### src/tccr_pkg.sv
/*
  tccr_pkg: register map, field positions, reset values and mode codes of the
  timer / PWM block with per-channel status and control.
  Assumes a classic Wishbone slave with 32-bit data and byte registers in bits 7:0.
*/
package tccr_pkg;
  localparam int         ADR_W       = 8;
  // register byte addresses
  localparam logic [7:0] OFF_TSC     = 8'h00;
  localparam logic [7:0] OFF_CNTH    = 8'h04;
  localparam logic [7:0] OFF_CNTL    = 8'h08;
  localparam logic [7:0] OFF_MODH    = 8'h0C;
  localparam logic [7:0] OFF_MODL    = 8'h10;
  localparam logic [7:0] CH_BASE     = 8'h20;
  localparam logic [7:0] CH_STRIDE   = 8'h10;
  localparam logic [7:0] CH_SC       = 8'h00;
  localparam logic [7:0] CH_VH       = 8'h04;
  localparam logic [7:0] CH_VL       = 8'h08;
  // timer_status_control fields
  localparam int         TSC_TOF     = 7;
  localparam int         TSC_TOIE    = 6;
  localparam int         TSC_CPWM    = 5;
  localparam int         TSC_CLK_LSB = 3;
  localparam int         TSC_PS_LSB  = 0;
  // channel_status_control fields
  localparam int         SC_FLAG     = 7;
  localparam int         SC_IE       = 6;
  localparam int         SC_MSH      = 5;
  localparam int         SC_MSL      = 4;
  localparam int         SC_ELS_LSB  = 2;
  // clock_source_select codes
  localparam logic [1:0] CLK_OFF     = 2'h0;
  localparam logic [1:0] CLK_BUS     = 2'h1;
  localparam logic [1:0] CLK_FIXED   = 2'h2;
  localparam logic [1:0] CLK_EXT     = 2'h3;
  // edge_level_select codes
  localparam logic [1:0] ELS_NONE    = 2'h0;
  localparam logic [1:0] ELS_01      = 2'h1;
  localparam logic [1:0] ELS_10      = 2'h2;
  localparam logic [1:0] ELS_11      = 2'h3;
  // reset values and the full-range count
  localparam logic [15:0] CNT_RST    = 16'h0000;
  localparam logic [15:0] MOD_RST    = 16'h0000;
  localparam logic [15:0] CNT_FULL   = 16'hFFFF;
  localparam logic [15:0] VAL_RST    = 16'h0000;
  localparam logic [6:0]  PS_RST     = 7'h00;

  typedef enum logic [1:0] {
    MODE_CAPTURE,
    MODE_COMPARE,
    MODE_EDGE_PWM,
    MODE_CENTER_PWM
  } tccr_mode_t;
endpackage

### src/tccr_top.sv
/*
  tccr_top: 16-bit timer with prescaler, modulo, coherent counter reads and a
  parameterised set of capture / compare / PWM channels, behind classic Wishbone.
  Assumes all inputs synchronous to clk; fixedClkTick and extClkIn already
  synchronised; debugMode high while the processor sits in background debug.
*/
// How it works
// - clock source code picks off, bus clock, fixed clock or external input
// - prescaler divides the chosen clock by two to the power prescale_select
// - reading a counter byte snapshots both bytes until the other is read
// - snapshot released by reset, counter byte writes or status/control writes
// - counter resets to zero and cannot be loaded by software
// - debug mode freezes the counter and the snapshot state
// - at modulo the overflow flag sets; counter restarts or turns downward
// - after one modulo byte write, overflow flag waits for the other byte
// - modulo resets to zero meaning a free run over the full range
// - capture mode sets the channel flag on the selected pin edge
// - compare and edge PWM set the channel flag on counter match
// - center PWM sets the channel flag on matches both up and down
// - channel interrupt asserts while flag and enable are both set
// - flag clears only by read-while-set then write 0; reset clears it
// - a new event between read and write cancels the clear
// - channel interrupt enable is read/write and cleared by reset
// - center off and mode_select_high set selects edge PWM
// - otherwise mode_select_low picks capture (0) or compare (1)
// - edge_level_select means edge, match action or PWM polarity by mode
// - edge_level_select 00 releases the pin; channel still works by software
// - capture on rising for 01, falling for 10, either for 11
// - compare match: 00 nothing, 01 toggle, 10 low, 11 high
// - PWM 10 gives high-true pulses, X1 low-true pulses
`timescale 1ns/10ps
module tccr_top #(
  parameter int NCH = 2
) (
  input  wire logic                       clk,
  input  wire logic                       reset_n,
  input  wire logic                       wb_cyc_i,
  input  wire logic                       wb_stb_i,
  input  wire logic                       wb_we_i,
  input  wire logic [tccr_pkg::ADR_W-1:0] wb_adr_i,
  input  wire logic [3:0]                 wb_sel_i,
  input  wire logic [31:0]                wb_dat_i,
  output logic      [31:0]                wb_dat_o,
  output logic                            wb_ack_o,
  input  wire logic                       fixedClkTick,
  input  wire logic                       extClkIn,
  input  wire logic                       debugMode,
  input  wire logic [NCH-1:0]             chanPinIn,
  output logic      [NCH-1:0]             chanPinOut,
  output logic      [NCH-1:0]             chanPinOe,
  output logic      [NCH-1:0]             chanIrq,
  output logic                            overflowIrq
);
  // address map leaves room for eight channels
  if (NCH < 1 || NCH > 8) begin : g_chk
    $error("tccr_top: NCH must be 1 to 8");
  end

  logic        acc, wr, rd;
  logic        hitTsc, hitCntH, hitCntL, hitModH, hitModL;
  logic        wrTsc, wrCnt, rdCntH, rdCntL;
  logic [7:0]  rdByte;
  logic [15:0] cnt, modVal, cntBuf, term;
  logic        cntLatched, bufWaitHigh, countDown;
  logic        overflow_flag, tofArmed, tofIe, cpwm, tofSet, atTerm, ovfEvt;
  logic [1:0]  clkSel;
  logic [2:0]  psSel;
  logic [6:0]  psCnt, psMask;
  logic        srcTick, tick, extPrev;
  logic        modPending, modWaitHigh;

  logic [NCH-1:0] chScHit, chVhHit, chVlHit;
  logic [NCH-1:0] chFlag, chArmed, chIe, chCapEvt, chMatchEvt, chEvt;
  logic [1:0]     chMs  [NCH];
  logic [1:0]     chEls [NCH];
  logic [15:0]    chVal [NCH];
  logic [NCH-1:0] pinPrev;
  tccr_pkg::tccr_mode_t chMode [NCH];

  // a new request is taken only while ack is low, so each access acts once
  assign acc     = wb_cyc_i & wb_stb_i & ~wb_ack_o;
  assign wr      = acc & wb_we_i & wb_sel_i[0];
  assign rd      = acc & ~wb_we_i;
  assign hitTsc  = wb_adr_i == tccr_pkg::OFF_TSC;
  assign hitCntH = wb_adr_i == tccr_pkg::OFF_CNTH;
  assign hitCntL = wb_adr_i == tccr_pkg::OFF_CNTL;
  assign hitModH = wb_adr_i == tccr_pkg::OFF_MODH;
  assign hitModL = wb_adr_i == tccr_pkg::OFF_MODL;
  assign wrTsc   = wr & hitTsc;
  assign wrCnt   = wr & (hitCntH | hitCntL);
  assign rdCntH  = rd & hitCntH;
  assign rdCntL  = rd & hitCntL;

  always_comb begin
    rdByte = 8'h00;
    if (hitTsc) begin
      rdByte = {overflow_flag, tofIe, cpwm, clkSel, psSel};
    end
    if (hitCntH) begin
      rdByte = cntLatched ? cntBuf[15:8] : cnt[15:8];
    end
    if (hitCntL) begin
      rdByte = cntLatched ? cntBuf[7:0] : cnt[7:0];
    end
    if (hitModH) begin
      rdByte = modVal[15:8];
    end
    if (hitModL) begin
      rdByte = modVal[7:0];
    end
    for (int i = 0; i < NCH; i++) begin
      if (chScHit[i]) begin
        rdByte = {chFlag[i], chIe[i], chMs[i], chEls[i], 2'b00};
      end
      if (chVhHit[i]) begin
        rdByte = chVal[i][15:8];
      end
      if (chVlHit[i]) begin
        rdByte = chVal[i][7:0];
      end
    end
  end

  // one wait state; unmapped addresses answer with zero
  always_ff @(posedge clk or negedge reset_n) begin
    if (!reset_n) begin
      wb_ack_o <= 1'b0;
      wb_dat_o <= 32'h0000_0000;
    end else begin
      wb_ack_o <= acc;
      if (acc) begin
        wb_dat_o <= {24'h00_0000, rdByte};
      end
    end
  end

  always_ff @(posedge clk or negedge reset_n) begin
    if (!reset_n) begin
      tofIe  <= 1'b0;
      cpwm   <= 1'b0;
      clkSel <= tccr_pkg::CLK_OFF;
      psSel  <= 3'h0;
    end else if (wrTsc) begin
      tofIe  <= wb_dat_i[tccr_pkg::TSC_TOIE];
      cpwm   <= wb_dat_i[tccr_pkg::TSC_CPWM];
      clkSel <= wb_dat_i[tccr_pkg::TSC_CLK_LSB +: 2];
      psSel  <= wb_dat_i[tccr_pkg::TSC_PS_LSB +: 3];
    end
  end

  always_comb begin
    unique case (clkSel)
      tccr_pkg::CLK_OFF:   srcTick = 1'b0;
      tccr_pkg::CLK_BUS:   srcTick = 1'b1;
      tccr_pkg::CLK_FIXED: srcTick = fixedClkTick;
      tccr_pkg::CLK_EXT:   srcTick = extClkIn & ~extPrev;
    endcase
  end

  assign psMask = 7'((8'h01 << psSel) - 8'h01);
  assign tick   = srcTick & ~debugMode & ((psCnt & psMask) == psMask);

  always_ff @(posedge clk or negedge reset_n) begin
    if (!reset_n) begin
      psCnt   <= tccr_pkg::PS_RST;
      extPrev <= 1'b0;
    end else begin
      extPrev <= extClkIn;
      if (srcTick && !debugMode) begin
        psCnt <= psCnt + 7'h01;
      end
    end
  end

  // a zero modulo means the full range
  assign term   = (modVal == tccr_pkg::MOD_RST) ? tccr_pkg::CNT_FULL : modVal;
  assign atTerm = cnt >= term;
  assign ovfEvt = tick & atTerm & ~(cpwm & countDown);
  assign tofSet = ovfEvt & ~modPending;

  always_ff @(posedge clk or negedge reset_n) begin
    if (!reset_n) begin
      cnt       <= tccr_pkg::CNT_RST;
      countDown <= 1'b0;
    end else if (wrCnt) begin
      cnt       <= tccr_pkg::CNT_RST;
      countDown <= 1'b0;
    end else if (tick) begin
      if (!cpwm) begin
        countDown <= 1'b0;
        cnt       <= atTerm ? tccr_pkg::CNT_RST : cnt + 16'h0001;
      end else if (countDown) begin
        if (cnt == tccr_pkg::CNT_RST) begin
          countDown <= 1'b0;
          cnt       <= 16'h0001;
        end else begin
          cnt <= cnt - 16'h0001;
        end
      end else if (atTerm) begin
        countDown <= 1'b1;
        cnt       <= cnt - 16'h0001;
      end else begin
        cnt <= cnt + 16'h0001;
      end
    end
  end

  // snapshot state stays put in debug, even across reads
  always_ff @(posedge clk or negedge reset_n) begin
    if (!reset_n) begin
      cntLatched  <= 1'b0;
      bufWaitHigh <= 1'b0;
      cntBuf      <= tccr_pkg::CNT_RST;
    end else if (!debugMode) begin
      if (wrCnt || wrTsc) begin
        cntLatched <= 1'b0;
      end else if (!cntLatched && (rdCntH || rdCntL)) begin
        cntLatched  <= 1'b1;
        cntBuf      <= cnt;
        bufWaitHigh <= rdCntL;
      end else if (cntLatched && (bufWaitHigh ? rdCntH : rdCntL)) begin
        cntLatched <= 1'b0;
      end
    end
  end

  always_ff @(posedge clk or negedge reset_n) begin
    if (!reset_n) begin
      modVal      <= tccr_pkg::MOD_RST;
      modPending  <= 1'b0;
      modWaitHigh <= 1'b0;
    end else if (wr && (hitModH || hitModL)) begin
      if (hitModH) begin
        modVal[15:8] <= wb_dat_i[7:0];
      end else begin
        modVal[7:0] <= wb_dat_i[7:0];
      end
      if (modPending && (modWaitHigh == hitModH)) begin
        modPending <= 1'b0;
      end else begin
        modPending  <= 1'b1;
        modWaitHigh <= hitModL;
      end
    end
  end

  // a set in the same cycle as the clearing write wins
  always_ff @(posedge clk or negedge reset_n) begin
    if (!reset_n) begin
      overflow_flag      <= 1'b0;
      tofArmed <= 1'b0;
    end else begin
      if (tofSet) begin
        overflow_flag      <= 1'b1;
        tofArmed <= 1'b0;
      end else if (wrTsc) begin
        if (tofArmed && !wb_dat_i[tccr_pkg::TSC_TOF]) begin
          overflow_flag <= 1'b0;
        end
        tofArmed <= 1'b0;
      end else if (rd && hitTsc && overflow_flag) begin
        tofArmed <= 1'b1;
      end
    end
  end
  assign overflowIrq = overflow_flag & tofIe;

  for (genvar n = 0; n < NCH; n++) begin : g_ch
    localparam logic [7:0] CH_ADR = 8'(tccr_pkg::CH_BASE + n * tccr_pkg::CH_STRIDE);
    logic rise, fall, highTrue;

    assign chScHit[n] = wb_adr_i == 8'(CH_ADR + tccr_pkg::CH_SC);
    assign chVhHit[n] = wb_adr_i == 8'(CH_ADR + tccr_pkg::CH_VH);
    assign chVlHit[n] = wb_adr_i == 8'(CH_ADR + tccr_pkg::CH_VL);

    always_comb begin
      if (cpwm) begin
        chMode[n] = tccr_pkg::MODE_CENTER_PWM;
      end else if (chMs[n][1]) begin
        chMode[n] = tccr_pkg::MODE_EDGE_PWM;
      end else if (chMs[n][0]) begin
        chMode[n] = tccr_pkg::MODE_COMPARE;
      end else begin
        chMode[n] = tccr_pkg::MODE_CAPTURE;
      end
    end

    assign rise     = chanPinIn[n] & ~pinPrev[n];
    assign fall     = ~chanPinIn[n] & pinPrev[n];
    assign highTrue = chEls[n] == tccr_pkg::ELS_10;
    assign chCapEvt[n] = (chMode[n] == tccr_pkg::MODE_CAPTURE) &
                         ((chEls[n] == tccr_pkg::ELS_01 & rise) |
                          (chEls[n] == tccr_pkg::ELS_10 & fall) |
                          (chEls[n] == tccr_pkg::ELS_11 & (rise | fall)));
    // center mode matches in both directions, hence both pulse edges
    assign chMatchEvt[n] = (chMode[n] != tccr_pkg::MODE_CAPTURE) & tick &
                           (cnt == chVal[n]);
    assign chEvt[n] = chCapEvt[n] | chMatchEvt[n];

    always_ff @(posedge clk or negedge reset_n) begin
      if (!reset_n) begin
        chIe[n]  <= 1'b0;
        chMs[n]  <= 2'b00;
        chEls[n] <= tccr_pkg::ELS_NONE;
      end else if (wr && chScHit[n]) begin
        chIe[n]  <= wb_dat_i[tccr_pkg::SC_IE];
        chMs[n]  <= {wb_dat_i[tccr_pkg::SC_MSH], wb_dat_i[tccr_pkg::SC_MSL]};
        chEls[n] <= wb_dat_i[tccr_pkg::SC_ELS_LSB +: 2];
      end
    end

    always_ff @(posedge clk or negedge reset_n) begin
      if (!reset_n) begin
        chFlag[n]  <= 1'b0;
        chArmed[n] <= 1'b0;
      end else begin
        if (chEvt[n]) begin
          chFlag[n]  <= 1'b1;
          chArmed[n] <= 1'b0;
        end else if (wr && chScHit[n]) begin
          if (chArmed[n] && !wb_dat_i[tccr_pkg::SC_FLAG]) begin
            chFlag[n] <= 1'b0;
          end
          chArmed[n] <= 1'b0;
        end else if (rd && chScHit[n] && chFlag[n]) begin
          chArmed[n] <= 1'b1;
        end
      end
    end

    // captures overwrite the value, so a same-cycle write is dropped
    always_ff @(posedge clk or negedge reset_n) begin
      if (!reset_n) begin
        chVal[n] <= tccr_pkg::VAL_RST;
      end else if (chCapEvt[n]) begin
        chVal[n] <= cnt;
      end else if (wr && chVhHit[n]) begin
        chVal[n][15:8] <= wb_dat_i[7:0];
      end else if (wr && chVlHit[n]) begin
        chVal[n][7:0] <= wb_dat_i[7:0];
      end
    end

    always_ff @(posedge clk or negedge reset_n) begin
      if (!reset_n) begin
        pinPrev[n]    <= 1'b0;
        chanPinOut[n] <= 1'b0;
      end else begin
        pinPrev[n] <= chanPinIn[n];
        unique case (chMode[n])
          tccr_pkg::MODE_CAPTURE: begin
          end
          tccr_pkg::MODE_COMPARE: begin
            if (chMatchEvt[n]) begin
              unique case (chEls[n])
                tccr_pkg::ELS_NONE: begin
                end
                tccr_pkg::ELS_01: chanPinOut[n] <= ~chanPinOut[n];
                tccr_pkg::ELS_10: chanPinOut[n] <= 1'b0;
                tccr_pkg::ELS_11: chanPinOut[n] <= 1'b1;
              endcase
            end
          end
          tccr_pkg::MODE_EDGE_PWM: begin
            if (chMatchEvt[n]) begin
              chanPinOut[n] <= ~highTrue;
            end else if (ovfEvt) begin
              chanPinOut[n] <= highTrue;
            end
          end
          tccr_pkg::MODE_CENTER_PWM: begin
            if (chMatchEvt[n]) begin
              chanPinOut[n] <= countDown ? highTrue : ~highTrue;
            end
          end
        endcase
      end
    end

    assign chanPinOe[n] = (chEls[n] != tccr_pkg::ELS_NONE) &
                          (chMode[n] != tccr_pkg::MODE_CAPTURE);
    assign chanIrq[n]   = chFlag[n] & chIe[n];
  end
endmodule // tccr_top

### config.mk
export PLATFORM = sky130hd
export DESIGN_NAME = tccr_top
export DESIGN_NICKNAME = d
export VERILOG_FILES = /design/src/tccr_pkg.sv /design/src/tccr_top.sv
export SDC_FILE = /design/constraint.sdc
export NUM_CORES = 1
export LEC_CHECK = 0
export BUFFER_PORTS_ARGS = -buffer_cell sky130_fd_sc_hd__buf_2
export CAP_MARGIN = 25
export CELL_PAD_IN_SITES_DETAIL_PLACEMENT = 0
export CELL_PAD_IN_SITES_GLOBAL_PLACEMENT = 1
export CORE_MARGIN = 10
export CORE_UTILIZATION = 46
export DETAILED_ROUTE_END_ITERATION = 10
export PLACE_DENSITY_LB_ADDON = 0.2
export SLEW_MARGIN = 20
export SYNTH_ARGS = -nofsm -noshare
export SYNTH_HDL_FRONTEND = slang
export SYNTH_SLANG_ARGS = --single-unit
### constraint.sdc
create_clock -name clk -period 4.25 [get_ports clk]
set_clock_uncertainty 0.05 [all_clocks]
set_input_delay 0.85 -clock clk [delete_from_list [all_inputs] [get_ports clk]]
set_output_delay 0.85 -clock clk [all_outputs]
set_load 0.02 [all_outputs]
==> results.yml <==
floorplan:
  die_w_um: 159
  boundaryPins: 94
  rows: 50
  dieArea_um2: 25300
  core-area_um2: 18900
  initial_utilization: 0.472
  chipHeight_um: 159
global_route:
  grt_util_all_layers: 0.236
  grt_start_max_net_pins: 70
  grt_overflow: 0
  grt_pass1_wl_mm: 47.1
  grt_pass1_vias: 7638
  antenna_found_initial: 0
clock_network:
  clk_pin_slew_ns: 0.06
  cts_setup_buffers: 0
  clkSinkCount: 129
  htree_levels: 4
  clockRootBuffer: "clkbuf_16"
  clk_path_buf_depth: 2
  cts.repair.resized: 0
  hold_buffers: 0
  cts_tree: "built"
  numCtsBuffers: 17
  clk_latency_ns: 0.43
cells_and_area:
  diodes: 0
  final_nets: 1114
  utilization: 0.533
  layout-drive-gt1-share: 0.185
  areaGrowthSynthToFinish_pct: 12.9
sta:
  relSlewSlack: 0.354
  rsz0062_at_grt: "false"
  worst_pin_slew_ns: 0.969
  hold_violations: 0
  clock.fmax_mhz: 261
  fin_tns_setup_ns: 0
  fin_crit_ns: 3.83
  maxSlewViolCount: 0
  min_period_over_period: 0.900
  setup_viol: 0
yosys:
  synth.avg_cell_area_um2: 8.98
  ys_seq_elements: 129
  synth_ff_type: "dfrtp_1"
  synth_edf_count: 0
  mappedNetlistArea_um2: 8910
  ys_seq_area_frac: 0.362
  ys_types: 83
  synth_warnings: 0
  synth_cells: 992
  synthArstFlopShare: 1.00
worst_setup_path:
  path_cells: "nor4_1 > and4_1 > nor2_1 > ha_1 > a211o_1 > a221o_1 > a21oi_1 > nand2_1 > buf_4 > nand2_1 > o22ai_1 > mux2_2"
  end_kind: "flip-flop"
  crit_required_ns: 4.51
  cp_num_buf_inv: 1
  crit_type: "flip-flop to flip-flop"
  slowest_stage: "and4_1"
  worst_path_largest_cell_delay_ns: 0.56
  critPathLaunchType: "flip-flop"
  path_common_cell: "nand2_1"
  worstPathMaxFanout: 21
  arrival_ns: 4.09
  cpLargestDelayFamily: "simple AND/OR/NAND/NOR gates"
detailed_routing:
  drc: 0
  avgRoutedWirePerCell_um: 23.5
  vias_per_cell: 6.11
  drt_iter0_drc: 811
  wirelength_mm: 30.6
  drtPass1Iterations: 5
  ant_nets: 0
  vias: 7955
power:
  power_frac_comb: 0.108
  power.internal_mw: 2.39
  power.density_nw_per_um2: 324
  p_clk_frac: 0.494
  ir_worst_vdd_mv: 0.279
  swShare: 0.267
  p_leak_nw: 4.50
  power_frac_seq: 0.398
  p_switching_mw: 0.871
placed_design:
  gp_congestion: 0.937
  port_buffers: 42
  dp_hpwl_mm: 21.9
worst_hold_path:
  hp-class: "primary input to async pin"
run_status:
  status: "completed"
run:
  cap_violations: 0
-- synth_stat cells, drive strengths merged (4+ instances only) --
cell,n,area (um^2)
mux2,48,541
nor4,18,125
nor3,29,160
and4,4,35.0
and3,11,68.8
nor3b,4,40.0
nor2,69,279
o21ai,86,430
a222oi,4,40.0
dfrtp,129,3230
and2,6,37.5
o22ai,13,81.3
xnor2,39,342
nand2b,8,50.1
a32o,4,40.0
or2,8,50.1
nand4,12,75.1
nor2b,6,37.5
o211ai,10,75.1
buf,43,274
nand3,29,150
inv,19,71.3
a31oi,8,50.1
mux2i,50,500
nand3b,4,30.0
nand2,109,409
or4,4,33.8
a22oi,4,30.0
or3,8,55.1
a21oi,35,175
clkbuf,46,173
xor2,14,123
a211oi,7,57.6
a21o,4,30.0
ha,32,400
a221oi,6,52.6
o21a,6,45.0
o31ai,7,52.6
-- power groups by stage --
stage / registers, mW / logic, mW / clock network, mW
6_report: 1.30 / 0.352 / 1.61
5_1_grt: 1.30 / 0.387 / 1.68
4_1_cts: 1.30 / 0.349 / 1.62
3_5_place_dp: 1.32 / 0.346 / 0
3_3_place_gp: 1.32 / 0.343 / 0
2_1_floorplan: 1.31 / 0.229 / 0
-- per-layer routing --
layer  part of all wire  global-route usage  wire (um)  vias to the layer above
li1                   -                   -          -                     3636
met1               0.44               0.320      13500                     3930
met2               0.46               0.372      14100                      342
met3              0.072              0.0416       2210                       47
met4              0.024              0.0746        736                        0
met5                  0                   0          0                        -
-- through the flow --
| step | area, um^2 | hold WS [ns] | power, mW | worst slack (ns) | instances |
|---|---|---|---|---|---|
| after CTS | 10100 | 0.373 | 3.26 | 0.475 | 1301 |
| final | 10100 | 0.347 | 3.26 | 0.424 | 1301 |
| after global placement | 9430 | 0.406 | 1.66 | 0.525 | 1269 |
| after floorplan | 9000 | 0.396 | 1.54 | 0.706 | 1015 |
| after detailed placement | 9430 | 0.416 | 1.67 | 0.495 | 1269 |
| after global routing | 10100 | 0.390 | 3.36 | 0.174 | 1301 |
-- sequential cells by signal, summed over array words and instances, names as in the netlist, 3 cells and up --
signal    flops
cnt          16
wb_dat_o      8
psSel         3
cntBuf       16
chVal        32
psCnt         7
chMs          4
chEls         4
modVal       16
-- cells by family (layout without fill, tap and decap cells) --
logic type	count (synthesis)	in the layout	synth area share
AO/OA/AOI/OAI	234	234	0.171
buffers and inverters	108	134	0.0581
multiplexers	99	99	0.119
adder cells (fa/ha/maj)	32	32	0.0449
AND/OR/NAND/NOR	336	336	0.192
other	1	24	0.000421
XOR/XNOR	53	53	0.0521
flip-flops	129	129	0.362
-- layout by cell type (no fill, tap or decap), types with 5 or more instances in the layout --
cell type / count
ha_1: 32
o21ai_0: 84
dfrtp_1: 129
nor2_1: 63
buf_2: 41
a31oi_1: 8
o21a_1: 6
clkbuf_16: 17
xor2_1: 14
conb_1: 24
o211ai_1: 10
a211oi_1: 6
nand2b_1: 8
mux2i_1: 50
buf_4: 40
a21oi_1: 35
inv_1: 18
or3_1: 7
xnor2_1: 39
nor3_1: 26
o22ai_1: 13
nor4_1: 15
nand4_1: 12
and3_1: 11
nor2_2: 5
a221oi_1: 6
nand2_1: 109
mux2_2: 48
and2_1: 6
o31ai_1: 7
nand3_1: 28
-- worst paths after layout --
kind                                         startpoint                         to  slack (ns)  cells after the start
worst max-delay path              modVal[5]$_DFFE_PN0P_  chanPinOut[0]$_DFFE_PN0P_        0.42                     12
worst min-delay path                            reset_n       psCnt[4]$_DFFE_PN0P_        0.35                      1
worst max register to register    modVal[5]$_DFFE_PN0P_  chanPinOut[0]$_DFFE_PN0P_        0.42                     12
worst min register to register  wb_dat_o[3]$_DFFE_PN0P_    wb_dat_o[3]$_DFFE_PN0P_        0.42                      2
max in group asynchronous                       reset_n     modVal[13]$_DFFE_PN0P_        2.99                      2
min in group clk                wb_dat_o[3]$_DFFE_PN0P_    wb_dat_o[3]$_DFFE_PN0P_        0.42                      2
-- final cells by class --
type                            count  area, um^2
Inverter                           19        71.3
Multi-Input combinational cell    778        5260
Fill cell                        1855        8830
Timing Repair Buffer               83         537
Sequential cell                   129        3230
Clock inverter                     11         176
Clock buffer                       21         460
Tap cell                          260         325
-- worst register-to-register path, delay by kind of cell, from the launching register on --
family / cells / cell delay, ns
adder cells (fa/ha/maj): 1 / 0.30
AND/OR/NAND/NOR: 5 / 1.30
flip-flops: 1 / 0.44
multiplexers: 1 / 0.28
AO/OA/AOI/OAI: 4 / 1.10
buffers and inverters: 1 / 0.24
Power figures use the tool's default switching activity.
